$ cat src/srg_pkg.sv
// Package of constants, types and helpers for the serial rate generator block
package srg_pkg;

    // Structure of the block
    localparam int NUM_PORTS = 2;
    localparam int REG_W = 8;
    localparam int DIV_W = 16;
    localparam int ADR_W = 8;
    localparam int DAT_W = 32;
    localparam int SEL_W = 4;
    localparam int PRESC_W = 6;

    // Clock of the block
    localparam int CLK_PERIOD_NS = 8;

    // Address layout: one window of 32 bytes per port
    localparam int PORT_BIT = 5;
    localparam int OFS_W = 5;
    localparam logic [1:0] ADR_TOP_ZERO = 2'h0;
    localparam logic [OFS_W-1:0] OFS_TX_CTRL = 5'h00;
    localparam logic [OFS_W-1:0] OFS_RX_CTRL = 5'h04;
    localparam logic [OFS_W-1:0] OFS_RATE_CTRL = 5'h08;
    localparam logic [OFS_W-1:0] OFS_DIV_HIGH = 5'h0C;
    localparam logic [OFS_W-1:0] OFS_DIV_LOW = 5'h10;
    localparam logic [OFS_W-1:0] OFS_STATUS = 5'h14;

    // Field positions in tx_status_control
    localparam int TX_CSRC_BIT = 7;
    localparam int TX_SYNC_BIT = 4;
    localparam int TX_HIGH_SPEED_PRESCALE_SELECT_BIT = 2;
    localparam int TX_TRMT_BIT = 1;
    // Field positions in rx_status_control
    localparam int RX_SPEN_BIT = 7;
    // Field positions in rate_control
    localparam int RATE_RCIDL_BIT = 6;
    localparam int RATE_RXDTP_BIT = 5;
    localparam int RATE_TXCKP_BIT = 4;
    localparam int RATE_WIDE_DIVISOR_SELECT_BIT = 3;
    // Field positions in the status register
    localparam int STAT_RX_LEVEL_BIT = 0;
    localparam int STAT_BIT_CLK_BIT = 1;
    localparam int STAT_RUN_BIT = 2;

    // Writable bits and reset values
    localparam logic [REG_W-1:0] TX_WMASK = 8'hFD;
    localparam logic [REG_W-1:0] RX_WMASK = 8'hF8;
    localparam logic [REG_W-1:0] RATE_WMASK = 8'hBB;
    localparam logic [REG_W-1:0] REG_RESET = 8'h00;
    localparam logic [DAT_W-1:0] DAT_ZERO = 32'h0000_0000;

    // Prescale ratios of the rate formulas
    localparam int RATIO_SLOW = 64;
    localparam int RATIO_MID = 16;
    localparam int RATIO_FAST = 4;
    localparam logic [PRESC_W-1:0] PRESC_LAST_SLOW = PRESC_W'(RATIO_SLOW - 1);
    localparam logic [PRESC_W-1:0] PRESC_LAST_MID = PRESC_W'(RATIO_MID - 1);
    localparam logic [PRESC_W-1:0] PRESC_LAST_FAST = PRESC_W'(RATIO_FAST - 1);
    // Bit clock edges inside one synchronous period of four timer ticks
    localparam logic [PRESC_W-1:0] PRESC_HALF_FAST = PRESC_W'(RATIO_FAST / 2 - 1);

    // Register selects of the decoder
    typedef enum logic [2:0] {
        SRG_SEL_NONE = 3'b000,
        SRG_SEL_TX = 3'b001,
        SRG_SEL_RX = 3'b010,
        SRG_SEL_RATE = 3'b011,
        SRG_SEL_DIV_HIGH = 3'b100,
        SRG_SEL_DIV_LOW = 3'b101,
        SRG_SEL_STATUS = 3'b110
    } srg_sel_t;

    // Configuration carried from the register file to one generator
    typedef struct packed {
        logic enable;
        logic sync;
        logic wide;
        logic high_speed;
        logic master;
        logic clk_invert;
        logic rx_invert;
    } srg_cfg_t;

    // Divisor seen by the timer: pair in wide mode, low byte only otherwise
    function automatic logic [DIV_W-1:0] srg_eff_divisor(input logic wide,
            input logic [REG_W-1:0] high, input logic [REG_W-1:0] low);
        return wide ? {high, low} : {{(DIV_W - REG_W){1'b0}}, low};
    endfunction

    // Last prescale count for the selected mode
    function automatic logic [PRESC_W-1:0] srg_presc_last(input srg_cfg_t cfg);
        logic [PRESC_W-1:0] last;
        last = PRESC_LAST_FAST;
        if (cfg.sync) begin
            last = PRESC_LAST_FAST;
        end else if (!cfg.wide && !cfg.high_speed) begin
            last = PRESC_LAST_SLOW;
        end else if (cfg.wide && cfg.high_speed) begin
            last = PRESC_LAST_FAST;
        end else begin
            last = PRESC_LAST_MID;
        end
        return last;
    endfunction

endpackage

$ cat src/srg_majority.sv
// Three-sample majority detector for one receive pin
`timescale 1ns/10ps
`default_nettype none
module srg_majority
    import srg_pkg::*;
(
    // Clock and reset
    input wire logic clk_i,
    input wire logic reset_n_i,
    input wire logic ce_i,
    // Sampling control
    input wire logic sample_i,
    input wire logic invert_i,
    input wire logic pin_i,
    // Decided level
    output logic level_o
);

    logic [2:0] samples_reg;
    logic level_reg;

    // Sample history, idle line is high so the history starts high
    always_ff @(posedge clk_i or negedge reset_n_i) begin
        if (!reset_n_i) begin
            samples_reg <= 3'h7;
        end else if (ce_i && sample_i) begin
            samples_reg <= {samples_reg[1:0], pin_i};
        end
    end

    // Vote of the three samples, registered so the output is clean
    always_ff @(posedge clk_i or negedge reset_n_i) begin
        if (!reset_n_i) begin
            level_reg <= 1'b1;
        end else if (ce_i) begin
            level_reg <= ((samples_reg[0] & samples_reg[1]) | (samples_reg[1] & samples_reg[2])
                | (samples_reg[0] & samples_reg[2])) ^ invert_i;
        end
    end

    assign level_o = level_reg;

endmodule
`default_nettype wire

$ cat src/srg_rate_gen.sv
// Free-running divisor timer with mode prescaler for one serial port
`timescale 1ns/10ps
`default_nettype none
module srg_rate_gen
    import srg_pkg::*;
(
    // Clock and reset
    input wire logic clk_i,
    input wire logic reset_n_i,
    input wire logic ce_i,
    // Configuration
    input wire srg_cfg_t cfg_i,
    input wire logic [DIV_W-1:0] divisor_i,
    input wire logic clear_i,
    // Timing outputs
    output logic timer_tick_o,
    output logic bit_tick_o,
    output logic bit_clk_o
);

    logic [DIV_W-1:0] count_reg;
    logic [PRESC_W-1:0] presc_reg;
    logic clk_level_reg;
    logic bit_tick_reg;
    logic run;
    logic timer_wrap;
    logic presc_wrap;

    assign run = cfg_i.enable && !clear_i;
    assign timer_wrap = run && (count_reg >= divisor_i); // >= so a smaller divisor never overruns
    assign presc_wrap = timer_wrap && (presc_reg >= srg_presc_last(cfg_i));
    assign timer_tick_o = timer_wrap;

    // Timer counts 0..n, one tick every n+1 clocks; a divisor write restarts it
    always_ff @(posedge clk_i or negedge reset_n_i) begin
        if (!reset_n_i) begin
            count_reg <= {DIV_W{1'b0}};
        end else if (ce_i) begin
            if (!run || timer_wrap) begin
                count_reg <= {DIV_W{1'b0}};
            end else begin
                count_reg <= count_reg + 1'b1;
            end
        end
    end

    // Prescaler gives 64, 16 or 4 timer ticks per bit
    always_ff @(posedge clk_i or negedge reset_n_i) begin
        if (!reset_n_i) begin
            presc_reg <= {PRESC_W{1'b0}};
        end else if (ce_i) begin
            if (!run || presc_wrap) begin
                presc_reg <= {PRESC_W{1'b0}};
            end else if (timer_wrap) begin
                presc_reg <= presc_reg + 1'b1;
            end
        end
    end

    // Bit tick pulse and synchronous clock level, both from flip-flops
    always_ff @(posedge clk_i or negedge reset_n_i) begin
        if (!reset_n_i) begin
            bit_tick_reg <= 1'b0;
            clk_level_reg <= 1'b0;
        end else if (ce_i) begin
            bit_tick_reg <= presc_wrap;
            if (!run || !cfg_i.sync) begin
                clk_level_reg <= 1'b0;
            end else if (timer_wrap && (presc_wrap || presc_reg == PRESC_HALF_FAST)) begin
                clk_level_reg <= !clk_level_reg;
            end
        end
    end

    assign bit_tick_o = bit_tick_reg;
    assign bit_clk_o = clk_level_reg ^ cfg_i.clk_invert;

endmodule
`default_nettype wire

$ cat src/srg_top.sv
// Two-port serial rate generator with receive majority sampling and Wishbone registers
//
// Summary of operation
// - Bit timing counts system clocks; software rewrites divisor
// - Receive pin decided by three-sample majority
// - Async 8-bit slow: clock over 64(n+1)
// - Async 16-bit slow: clock over 16(n+1)
// - Synchronous: clock over 4(n+1), prescale ignored
// - Divisor is high byte joined to low
// - Each port owns its five registers
// - Divisor byte write restarts the timer
// - Default 8-bit, high byte ignored until selected
//
// The Wishbone interface to the registers and the register offsets were left to the implementer.
`timescale 1ns/10ps
`default_nettype none
module srg_top
    import srg_pkg::*;
(
    // Clock, reset and clock enable
    input wire logic clk_i,
    input wire logic reset_n_i,
    input wire logic ce_i,
    // Wishbone classic slave
    input wire logic wb_cyc_i,
    input wire logic wb_stb_i,
    input wire logic wb_we_i,
    input wire logic [ADR_W-1:0] wb_adr_i,
    input wire logic [SEL_W-1:0] wb_sel_i,
    input wire logic [DAT_W-1:0] wb_dat_i,
    output logic [DAT_W-1:0] wb_dat_o,
    output logic wb_ack_o,
    // Receive pins, one per port
    input wire logic [NUM_PORTS-1:0] receive_pin_i,
    // Sampled receive level, one per port
    output logic [NUM_PORTS-1:0] rx_level_o,
    // Bit timing, one per port
    output logic [NUM_PORTS-1:0] bit_tick_o,
    output logic [NUM_PORTS-1:0] sample_tick_o,
    // Synchronous master clock pin, one per port
    output logic [NUM_PORTS-1:0] bit_clk_o,
    output logic [NUM_PORTS-1:0] bit_clk_oe_o
);

    // Register file, one entry per port
    logic [REG_W-1:0] tx_ctrl_reg [NUM_PORTS];
    logic [REG_W-1:0] rx_ctrl_reg [NUM_PORTS];
    logic [REG_W-1:0] rate_ctrl_reg [NUM_PORTS];
    logic [REG_W-1:0] div_high_reg [NUM_PORTS];
    logic [REG_W-1:0] div_low_reg [NUM_PORTS];

    // Bus slave state
    logic ack_reg;
    logic [DAT_W-1:0] rdata_reg;
    logic [DAT_W-1:0] rdata_next;
    logic bus_req;
    logic wr_en;
    logic [NUM_PORTS-1:0] port_hit;
    srg_sel_t sel_dec;

    // Per-port wiring between registers and generators
    srg_cfg_t cfg [NUM_PORTS];
    logic [DIV_W-1:0] divisor [NUM_PORTS];
    logic [NUM_PORTS-1:0] div_write;
    logic [NUM_PORTS-1:0] timer_tick;
    logic [NUM_PORTS-1:0] bit_clk;
    logic [NUM_PORTS-1:0] rx_level;

    // Register select from the offset inside one port window
    function automatic srg_sel_t decode_sel(input logic [ADR_W-1:0] adr);
        srg_sel_t sel;
        logic [OFS_W-1:0] ofs;
        sel = SRG_SEL_NONE;
        ofs = adr[OFS_W-1:0];
        if (adr[ADR_W-1:PORT_BIT+1] != ADR_TOP_ZERO) begin
            sel = SRG_SEL_NONE;
        end else if (ofs == OFS_TX_CTRL) begin
            sel = SRG_SEL_TX;
        end else if (ofs == OFS_RX_CTRL) begin
            sel = SRG_SEL_RX;
        end else if (ofs == OFS_RATE_CTRL) begin
            sel = SRG_SEL_RATE;
        end else if (ofs == OFS_DIV_HIGH) begin
            sel = SRG_SEL_DIV_HIGH;
        end else if (ofs == OFS_DIV_LOW) begin
            sel = SRG_SEL_DIV_LOW;
        end else if (ofs == OFS_STATUS) begin
            sel = SRG_SEL_STATUS;
        end else begin
            sel = SRG_SEL_NONE;
        end
        return sel;
    endfunction

    // Masked write: only the writable bits of a register take the bus data
    function automatic logic [REG_W-1:0] merge_write(input logic [REG_W-1:0] old,
            input logic [REG_W-1:0] data, input logic [REG_W-1:0] mask);
        return (old & ~mask) | (data & mask);
    endfunction

    // A request is taken once; ack drops in the cycle after it was given
    assign bus_req = wb_cyc_i && wb_stb_i && !ack_reg;
    assign sel_dec = decode_sel(wb_adr_i);
    // Writes need byte lane 0, where all eight-bit registers sit
    assign wr_en = ce_i && bus_req && wb_we_i && wb_sel_i[0];

    // One-hot port select from the port bit of the address
    always_comb begin
        port_hit = '0;
        for (int p = 0; p < NUM_PORTS; p++) begin
            port_hit[p] = (wb_adr_i[PORT_BIT] == p[0]);
        end
    end

    // Acknowledge every access, mapped or not, one cycle after the strobe
    always_ff @(posedge clk_i or negedge reset_n_i) begin
        if (!reset_n_i) begin
            ack_reg <= 1'b0;
        end else if (ce_i) begin
            ack_reg <= bus_req;
        end
    end

    // Transmit control, one register per port
    always_ff @(posedge clk_i or negedge reset_n_i) begin
        if (!reset_n_i) begin
            for (int p = 0; p < NUM_PORTS; p++) begin
                tx_ctrl_reg[p] <= REG_RESET;
            end
        end else if (wr_en && sel_dec == SRG_SEL_TX) begin
            for (int p = 0; p < NUM_PORTS; p++) begin
                if (port_hit[p]) begin
                    tx_ctrl_reg[p] <= merge_write(tx_ctrl_reg[p], wb_dat_i[REG_W-1:0],
                        TX_WMASK);
                end
            end
        end
    end

    // Receive control, one register per port
    always_ff @(posedge clk_i or negedge reset_n_i) begin
        if (!reset_n_i) begin
            for (int p = 0; p < NUM_PORTS; p++) begin
                rx_ctrl_reg[p] <= REG_RESET;
            end
        end else if (wr_en && sel_dec == SRG_SEL_RX) begin
            for (int p = 0; p < NUM_PORTS; p++) begin
                if (port_hit[p]) begin
                    rx_ctrl_reg[p] <= merge_write(rx_ctrl_reg[p], wb_dat_i[REG_W-1:0],
                        RX_WMASK);
                end
            end
        end
    end

    // Rate control, one register per port; wide divisor starts cleared
    always_ff @(posedge clk_i or negedge reset_n_i) begin
        if (!reset_n_i) begin
            for (int p = 0; p < NUM_PORTS; p++) begin
                rate_ctrl_reg[p] <= REG_RESET;
            end
        end else if (wr_en && sel_dec == SRG_SEL_RATE) begin
            for (int p = 0; p < NUM_PORTS; p++) begin
                if (port_hit[p]) begin
                    rate_ctrl_reg[p] <= merge_write(rate_ctrl_reg[p], wb_dat_i[REG_W-1:0],
                        RATE_WMASK);
                end
            end
        end
    end

    // Divisor high bytes; stored even in 8-bit mode so software can preload it
    always_ff @(posedge clk_i or negedge reset_n_i) begin
        if (!reset_n_i) begin
            for (int p = 0; p < NUM_PORTS; p++) begin
                div_high_reg[p] <= REG_RESET;
            end
        end else if (wr_en && sel_dec == SRG_SEL_DIV_HIGH) begin
            for (int p = 0; p < NUM_PORTS; p++) begin
                if (port_hit[p]) begin
                    div_high_reg[p] <= wb_dat_i[REG_W-1:0];
                end
            end
        end
    end

    // Divisor low bytes
    always_ff @(posedge clk_i or negedge reset_n_i) begin
        if (!reset_n_i) begin
            for (int p = 0; p < NUM_PORTS; p++) begin
                div_low_reg[p] <= REG_RESET;
            end
        end else if (wr_en && sel_dec == SRG_SEL_DIV_LOW) begin
            for (int p = 0; p < NUM_PORTS; p++) begin
                if (port_hit[p]) begin
                    div_low_reg[p] <= wb_dat_i[REG_W-1:0];
                end
            end
        end
    end

    // Divisor write strobe per port restarts that port's timer
    always_comb begin
        for (int p = 0; p < NUM_PORTS; p++) begin
            div_write[p] = wr_en && port_hit[p]
                && (sel_dec == SRG_SEL_DIV_HIGH || sel_dec == SRG_SEL_DIV_LOW);
        end
    end

    // Read mux; read-only control bits show fixed idle values since no framer is attached, status bits are live
    always_comb begin
        rdata_next = DAT_ZERO;
        for (int p = 0; p < NUM_PORTS; p++) begin
            if (port_hit[p]) begin
                if (sel_dec == SRG_SEL_TX) begin
                    rdata_next[REG_W-1:0] = tx_ctrl_reg[p];
                    rdata_next[TX_TRMT_BIT] = 1'b1;
                end else if (sel_dec == SRG_SEL_RX) begin
                    rdata_next[REG_W-1:0] = rx_ctrl_reg[p];
                end else if (sel_dec == SRG_SEL_RATE) begin
                    rdata_next[REG_W-1:0] = rate_ctrl_reg[p];
                    rdata_next[RATE_RCIDL_BIT] = 1'b1;
                end else if (sel_dec == SRG_SEL_DIV_HIGH) begin
                    rdata_next[REG_W-1:0] = div_high_reg[p];
                end else if (sel_dec == SRG_SEL_DIV_LOW) begin
                    rdata_next[REG_W-1:0] = div_low_reg[p];
                end else if (sel_dec == SRG_SEL_STATUS) begin
                    rdata_next[STAT_RX_LEVEL_BIT] = rx_level[p];
                    rdata_next[STAT_BIT_CLK_BIT] = bit_clk[p];
                    rdata_next[STAT_RUN_BIT] = cfg[p].enable;
                end
            end
        end
    end

    // Read data held in a register, loaded with the ack
    always_ff @(posedge clk_i or negedge reset_n_i) begin
        if (!reset_n_i) begin
            rdata_reg <= DAT_ZERO;
        end else if (ce_i && bus_req && !wb_we_i) begin
            rdata_reg <= rdata_next;
        end
    end

    assign wb_ack_o = ack_reg;
    assign wb_dat_o = rdata_reg;

    // Generators and samplers, one pair per port
    for (genvar g = 0; g < NUM_PORTS; g++) begin : g_port
        // Mode bits gathered from the three control registers
        assign cfg[g].enable = rx_ctrl_reg[g][RX_SPEN_BIT];
        assign cfg[g].sync = tx_ctrl_reg[g][TX_SYNC_BIT];
        assign cfg[g].wide = rate_ctrl_reg[g][RATE_WIDE_DIVISOR_SELECT_BIT];
        assign cfg[g].high_speed = tx_ctrl_reg[g][TX_HIGH_SPEED_PRESCALE_SELECT_BIT];
        assign cfg[g].master = tx_ctrl_reg[g][TX_CSRC_BIT];
        assign cfg[g].clk_invert = rate_ctrl_reg[g][RATE_TXCKP_BIT];
        assign cfg[g].rx_invert = rate_ctrl_reg[g][RATE_RXDTP_BIT];

        // High byte and low byte form one unsigned divisor in wide mode, low byte alone in 8-bit mode
        assign divisor[g] = srg_eff_divisor(cfg[g].wide, div_high_reg[g],
            div_low_reg[g]);

        srg_rate_gen u_rate_gen (
            .clk_i(clk_i),
            .reset_n_i(reset_n_i),
            .ce_i(ce_i),
            .cfg_i(cfg[g]),
            .divisor_i(divisor[g]),
            .clear_i(div_write[g]),
            .timer_tick_o(timer_tick[g]),
            .bit_tick_o(bit_tick_o[g]),
            .bit_clk_o(bit_clk[g])
        );

        // Three samples on consecutive timer ticks
        srg_majority u_majority (
            .clk_i(clk_i),
            .reset_n_i(reset_n_i),
            .ce_i(ce_i),
            .sample_i(timer_tick[g]),
            .invert_i(cfg[g].rx_invert),
            .pin_i(receive_pin_i[g]),
            .level_o(rx_level[g])
        );
    end

    // Timer ticks are combinational, registered here for a clean output
    always_ff @(posedge clk_i or negedge reset_n_i) begin
        if (!reset_n_i) begin
            sample_tick_o <= '0;
        end else if (ce_i) begin
            sample_tick_o <= timer_tick;
        end
    end

    // Clock pin driven only as synchronous master of an enabled port
    always_comb begin
        for (int p = 0; p < NUM_PORTS; p++) begin
            bit_clk_oe_o[p] = cfg[p].enable && cfg[p].sync && cfg[p].master;
            bit_clk_o[p] = bit_clk[p];
        end
    end

    assign rx_level_o = rx_level;

endmodule
`default_nettype wire

$ cat config.mk
export PLATFORM = sky130hd
export DESIGN_NAME = srg_top
export DESIGN_NICKNAME = d
export VERILOG_FILES = /design/src/srg_pkg.sv /design/src/srg_majority.sv /design/src/srg_rate_gen.sv /design/src/srg_top.sv
export SDC_FILE = /design/constraint.sdc
export NUM_CORES = 1
export LEC_CHECK = 0
export ABC_AREA = 1
export BUFFER_PORTS_ARGS = -buffer_cell sky130_fd_sc_hd__buf_2
export CAP_MARGIN = 20
export CORE_MARGIN = 10
export CORE_UTILIZATION = 55
export CTS_CLUSTER_DIAMETER = 80
export DETAILED_ROUTE_END_ITERATION = 10
export PLACE_DENSITY = 0.84
export SLEW_MARGIN = 40
export SYNTH_ARGS = -nofsm -noshare
export SYNTH_HDL_FRONTEND = slang
export SYNTH_SLANG_ARGS = --single-unit
$ cat constraint.sdc
create_clock -name clk_i -period 3.02 [get_ports clk_i]
set_input_delay 0.604 -clock clk_i [delete_from_list [all_inputs] [get_ports clk_i]]
set_output_delay 0.604 -clock clk_i [all_outputs]
set_load 0.03 [all_outputs]
Yosys cells after proc, flatten, opt, wreduce, memory -nomap -nowiden

Cells that the tools add are included.

Input bits: 52
Register bits: 147
Logic and storage cells: 184

Bitwise logic cells: 21
Equality and inequality tests: 13
Mux-type cells: 41
Magnitude comparators: 4
Reductions and logical operators: 76
Add/subtract/negate cells: 4

Operators with widths:

| operator                                                              | number |
|---|---|
| 8-bit two-way mux                                                     | 10 |
| 16-bit two-way mux                                                    | 4 |
| 6-bit two-way mux                                                     | 8 |
| 1-bit logical AND                                                     | 33 |
| 3-bit two-way mux                                                     | 11 |
| 16-bit by 1-bit adder with 16-bit output, second input constant       | 2 |
| 16-bit greater-or-equal comparator                                    | 2 |
| 2-bit AND reduction                                                   | 14 |
| 2-bit by 8-bit OR with 8-bit output                                   | 2 |
| 3-bit by 8-bit OR with 8-bit output                                   | 2 |
| 7-bit by 8-bit OR with 8-bit output                                   | 2 |
| 1-bit zero test                                                       | 14 |
| 6-bit by 1-bit adder with 6-bit output, second input constant         | 2 |
| 6-bit by 1-bit equality test with 1-bit output, second input constant | 2 |
| 6-bit greater-or-equal comparator                                     | 2 |
| 5-bit by 4-bit equality test with 1-bit output, second input constant | 2 |
| 5-bit equality test, second input constant                            | 2 |
| 5-bit two-way mux                                                     | 2 |
| 2-bit nonzero test                                                    | 5 |
| 3-bit equality test, second input constant                            | 3 |
| 1-bit logical OR                                                      | 9 |
| 4-bit two-way mux                                                     | 2 |
| 1-bit AND                                                             | 6 |
| 3-bit by 2-bit equality test with 1-bit output, second input constant | 2 |
| 7 further kinds                                                       | 16 |

Depth between registers and ports, before layout

Depth after elaboration: 23
Depth in mapped cells: 16
Depth with buffers taken out: 16

Cells and area by module

From an unflattened synthesis, not the netlist that was laid out.

Cells, all modules: 1103
Area total of the unflattened synthesis: 8594.5 um^2

Modules (own cells, without submodules):

| module       | sequential area each (um^2) | times used | cells an instance | area an instance (um^2) |
|---|---|---|---|---|
| srg_top      | 1976.9                      | 1          | 557               | 4415.5 |
| srg_rate_gen | 600.6                       | 2          | 248               | 1894.3 |
| srg_majority | 105.1                       | 2          | 25                | 195.2 |

Worst setup path before layout

Ideal clock, no wire load.

Kind: reg-to-reg
Start: reg rate_ctrl_reg (netlist bit cfg[11])
End: reg g_port[0].u_rate_gen.count_reg[14]
Arrival time: 2.018 ns
Period minus slack after synthesis: 2.096 ns
Cell stages (with the launch flop): 14
Library setup time: 0.077 ns
Buffers on the path: 2
Setup slack: 0.924 ns
Path through: dfrtp_1 clkbuf_1 nand2_1 ha_1 nand2_1 inv_1 o21bai_1 nand2_1 a21oi_1 nand3_1 nor2_2 nor2_4 buf_4 a21oi_1

Cells in the longest elaborated chain, start to end: 5

Ends and longest elaborated chain:

| element                            | RTL line           | source |
|---|---|---|
| from (decl)                        | srg_top.sv:48      | `logic [REG_W-1:0] rate_ctrl_reg [NUM_PORTS];` |
| from (signal, indexed assignment)  | srg_top.sv:165     | `rate_ctrl_reg[p] <= merge_write(rate_ctrl_reg[p], wb_dat_i[REG_W-1:0],` |
| 16-bit two-way mux                 | srg_pkg.sv:86      | `return wide ? {high, low} : {{(DIV_W - REG_W){1'b0}}, low};` |
| 16-bit greater-or-equal comparator | srg_rate_gen.sv:30 | `assign timer_wrap = run && (count_reg >= divisor_i);` |
| 1-bit logical AND                  | srg_rate_gen.sv:30 |  |
| 1-bit logical OR                   | srg_rate_gen.sv:39 | `if (!run \|\| timer_wrap) begin` |
| 16-bit two-way mux                 | srg_rate_gen.sv:39 |  |
| to (signal assigned)               | srg_rate_gen.sv:37 | `count_reg <= {DIV_W{1'b0}};` |
| to (signal assigned)               | srg_rate_gen.sv:40 | `count_reg <= {DIV_W{1'b0}};` |
| to (signal assigned)               | srg_rate_gen.sv:42 | `count_reg <= count_reg + 1'b1;` |
| to (decl)                          | srg_rate_gen.sv:21 | `logic [DIV_W-1:0] count_reg;` |

No other way between the ends.
A chain may end at the register's enable or synchronous reset.

Worst setup path in the final report

Start: reg rate_ctrl_reg (netlist bit cfg[11])
End: reg g_port[0].u_rate_gen.count_reg[2]

The elaborated chain is that of the path after synthesis.

==> flow_summary.toml <==
[final_layout]
area_growth_pct = 10.9
fillers = 1240
finalNonFillerCells = 1268
drive_above_1_share = 0.125
largest_reg_flops = 32
n_antenna_cell = 0
fin_nets = 1171
multi_input_comb_area_um2 = 3990
ff_latch_area_um2 = 3390

[yosys]
seq_area_frac_synth = 0.421
synth_top_cell_by_area = "dfrtp_1"
yosys.area_share.adder = 0.0716
synth_compound_area_frac = 0.103
async_flop_share = 1.00
synth_top_area_frac = 0.395
synth.most_common_cell = "nand2_1"
avgSynthCellArea_um2 = 7.78
synth-seq-cells = 135
ys.flop_type = "dfrtp_1"
synthMuxAreaShare = 0
synthXorXnorAreaFrac = 0.0272
synth_edf_count = 0
syn_inst = 1033
synth_cell_types = 46
yosysWarningCount = 0
synth_common_cells = "308 x nand2_1, 127 x dfrtp_1, 100 x o21ai_0"
yosys.area_share.simple = 0.283
synth_area_um2 = 8040
synth_top_family_by_area = "simple AND/OR/NAND/NOR gates"
synth.area.top_cells = "dfrtp_1 40%, nand2_1 14%, ha_1 7.2%"

[clock_tree]
clk_latency_ns = 0.43
cts_setup_buffers = 0
cts_buffer_depth = 2
cts_tree = "yes"
path_clk_slew_ns = 0.06
cts_hold_buf = 0
cts_buffers = 17
cts_htree_levels = 4
cts-root-buf = "clkbuf_16"
cts_resized = 0
clock_sinks = 135

[setup_path]
path_cells = "nand2_1, ha_1, nand2_1, inv_1, o21bai_1, nand2_1, a21oi_1, nand3_1, o21ai_1, nand2_1, nor2_1"
r2r_start = "cfg[11]"
critPathKind = "reg2reg"
cp.arrival_ns = 2.85
cp-start-kind = "register"
critPathMaxFanout = 11
cp_common_cell = "nand2_1"
critPathMaxStageDelay_ns = 0.59
crit_slowest_cell = "o21ai_1"
crit_path_start = "cfg[11]"
required_ns = 3.37
crit_path_end_kind = "register"

[sta]
worst_pin_slew_ns = 0.706
timing.final.ws_setup_ns = 0.523
hold_ws_ns = 0.152
fin_crit_ns = 2.50
finalCritPeriodShare = 0.827
setup_viol = 0
rsz0062_at_grt = "no"
max_slew_margin = 0.526
final_max_slew_viol_count = 0
fmax_mhz = 400
finalHoldViolCount = 0
clock_skew_ns = 0.00767
tns_ns = 0

[grt]
antenna_found_initial = 0
grt_max_degree = 60
grt_pass1_vias = 6520
grt_usage = 0.199
grt_remaining_overflow = 0
grt_pass1_wl_um = 32400

[placement]
place_ws_ns = 0.533
gp_congestion = 0.905
dp_hpwl_um = 14000
place_inst = 1238
port_buffers = 43

[power_and_ir_drop]
clkPwrFrac = 0.506
finalPower_mw = 4.30
switchingPower_mw = 1.02
p_sw_frac = 0.238
p_comb_frac = 0.064
leakagePower_nw = 4.51
internal_power_mw = 3.27
power_frac_seq = 0.430
p_per_area_nw_per_um2 = 482
ir_drop_mv = 0.380

[detailed_routing]
routedWlPerCell_um = 15.3
wl_um = 19400
drtPass1Iterations = 7
drtAntennaViolNets = 0
first_iter_violations = 576
post_drt_via_cell_ratio = 5.40
drc = 0
num_vias = 6841

[floorplanning]
io_pins = 95
die_h_um = 141
fp.dieArea_um2 = 19900
die_width_um = 141
coreArea_um2 = 14400
start_util = 0.557
rows = 44

[worst_hold_path]
hold_path_class = "in2async"

[job]
drv_cap = 0

[run_status]
status = "finished, final reports clean"
==> cells by family after synthesis <==
logic type,count (synthesis)
fa+ha+maj,46
simple gates,508
other cells,1
compound gates,158
buf+inv,160
xor+xnor,25
flops,135
==> stage by stage <==
stage	area (um2)	util
floorplan	8130	-
global placement	8310	0.576
finish	8910	0.618
CTS	8910	0.618
global route	8910	0.618
detailed placement	8310	0.576
==> per-layer routing <==
metal	vias up	GRT usage	part of all wire
li1	3355	-	-
met1	3216	0.255	0.43
met2	228	0.319	0.48
met3	42	0.0517	0.071
met4	0	0.0690	0.023
met5	-	0	0
==> layout make-up <==
type | count | area share
multi-input cells | 761 | 0.447
flip-flops and latches | 135 | 0.380
clock buffers | 19 | 0.0486
inverters | 106 | 0.0449
repair buffers | 52 | 0.0338
well taps | 184 | 0.0258
clock inverters | 11 | 0.0194
==> worst max-delay path, delay by kind of cell (launching register included) <==
family	cells	cell delay, ns
AOI/OAI and AO/OA	3	0.88
adders and majority gates	1	0.31
buffers and inverters	1	0.03
DFF	1	0.57
and+or+nand+nor	6	0.62
==> placed cells by master (no fill, tap or decap), drive strengths merged <==
| cell type | count |
|---|---|
| nand2 | 317 |
| dfrtp | 127 |
| o21ai | 111 |
| inv | 109 |
| nor2 | 89 |
| nand3 | 56 |
| buf | 52 |
| ha | 46 |
| a21oi | 36 |
| conb | 24 |
| xor2 | 19 |
| clkbuf | 19 |
| nand4 | 17 |
| nor3 | 15 |
| dfstp | 8 |
| or2 | 8 |
| xnor2 | 6 |
| bufinv | 4 |
| nand3b | 3 |
| clkinv | 3 |
| o21bai | 2 |
| o31ai | 2 |
| nor4 | 2 |
| a31o | 2 |
| o21a | 1 |
| a21o | 1 |
| o211ai | 1 |
| and3 | 1 |
| a31oi | 1 |
| o2111ai | 1 |
| clkinvlp | 1 |
==> power by group through the flow <==
| stage | logic [mW] | registers [mW] | clock network [mW] |
|---|---|---|---|
| finish | 0.276 | 1.85 | 2.17 |
| global route | 0.304 | 1.85 | 2.28 |
| CTS | 0.277 | 1.85 | 2.19 |
| detailed placement | 0.275 | 1.88 | 0 |
| global placement | 0.271 | 1.88 | 0 |
| floorplan | 0.165 | 1.90 | 0 |
==> worst paths after layout <==
kind	end	slack (ns)	cells after the start
max in group asynchronous	g_port[0].u_rate_gen.count_reg[1]	2.17	2
setup / recovery	g_port[0].u_rate_gen.count_reg[2]	0.52	11
setup reg to reg	g_port[0].u_rate_gen.count_reg[2]	0.52	11
hold reg to reg	g_port[1].u_majority.samples_reg[1]	0.46	2
min in group clk_i	g_port[1].u_majority.samples_reg[0]	0.39	3
hold / removal	g_port[1].u_rate_gen.count_reg[3]	0.15	1
Power figures use the tool's default switching activity.
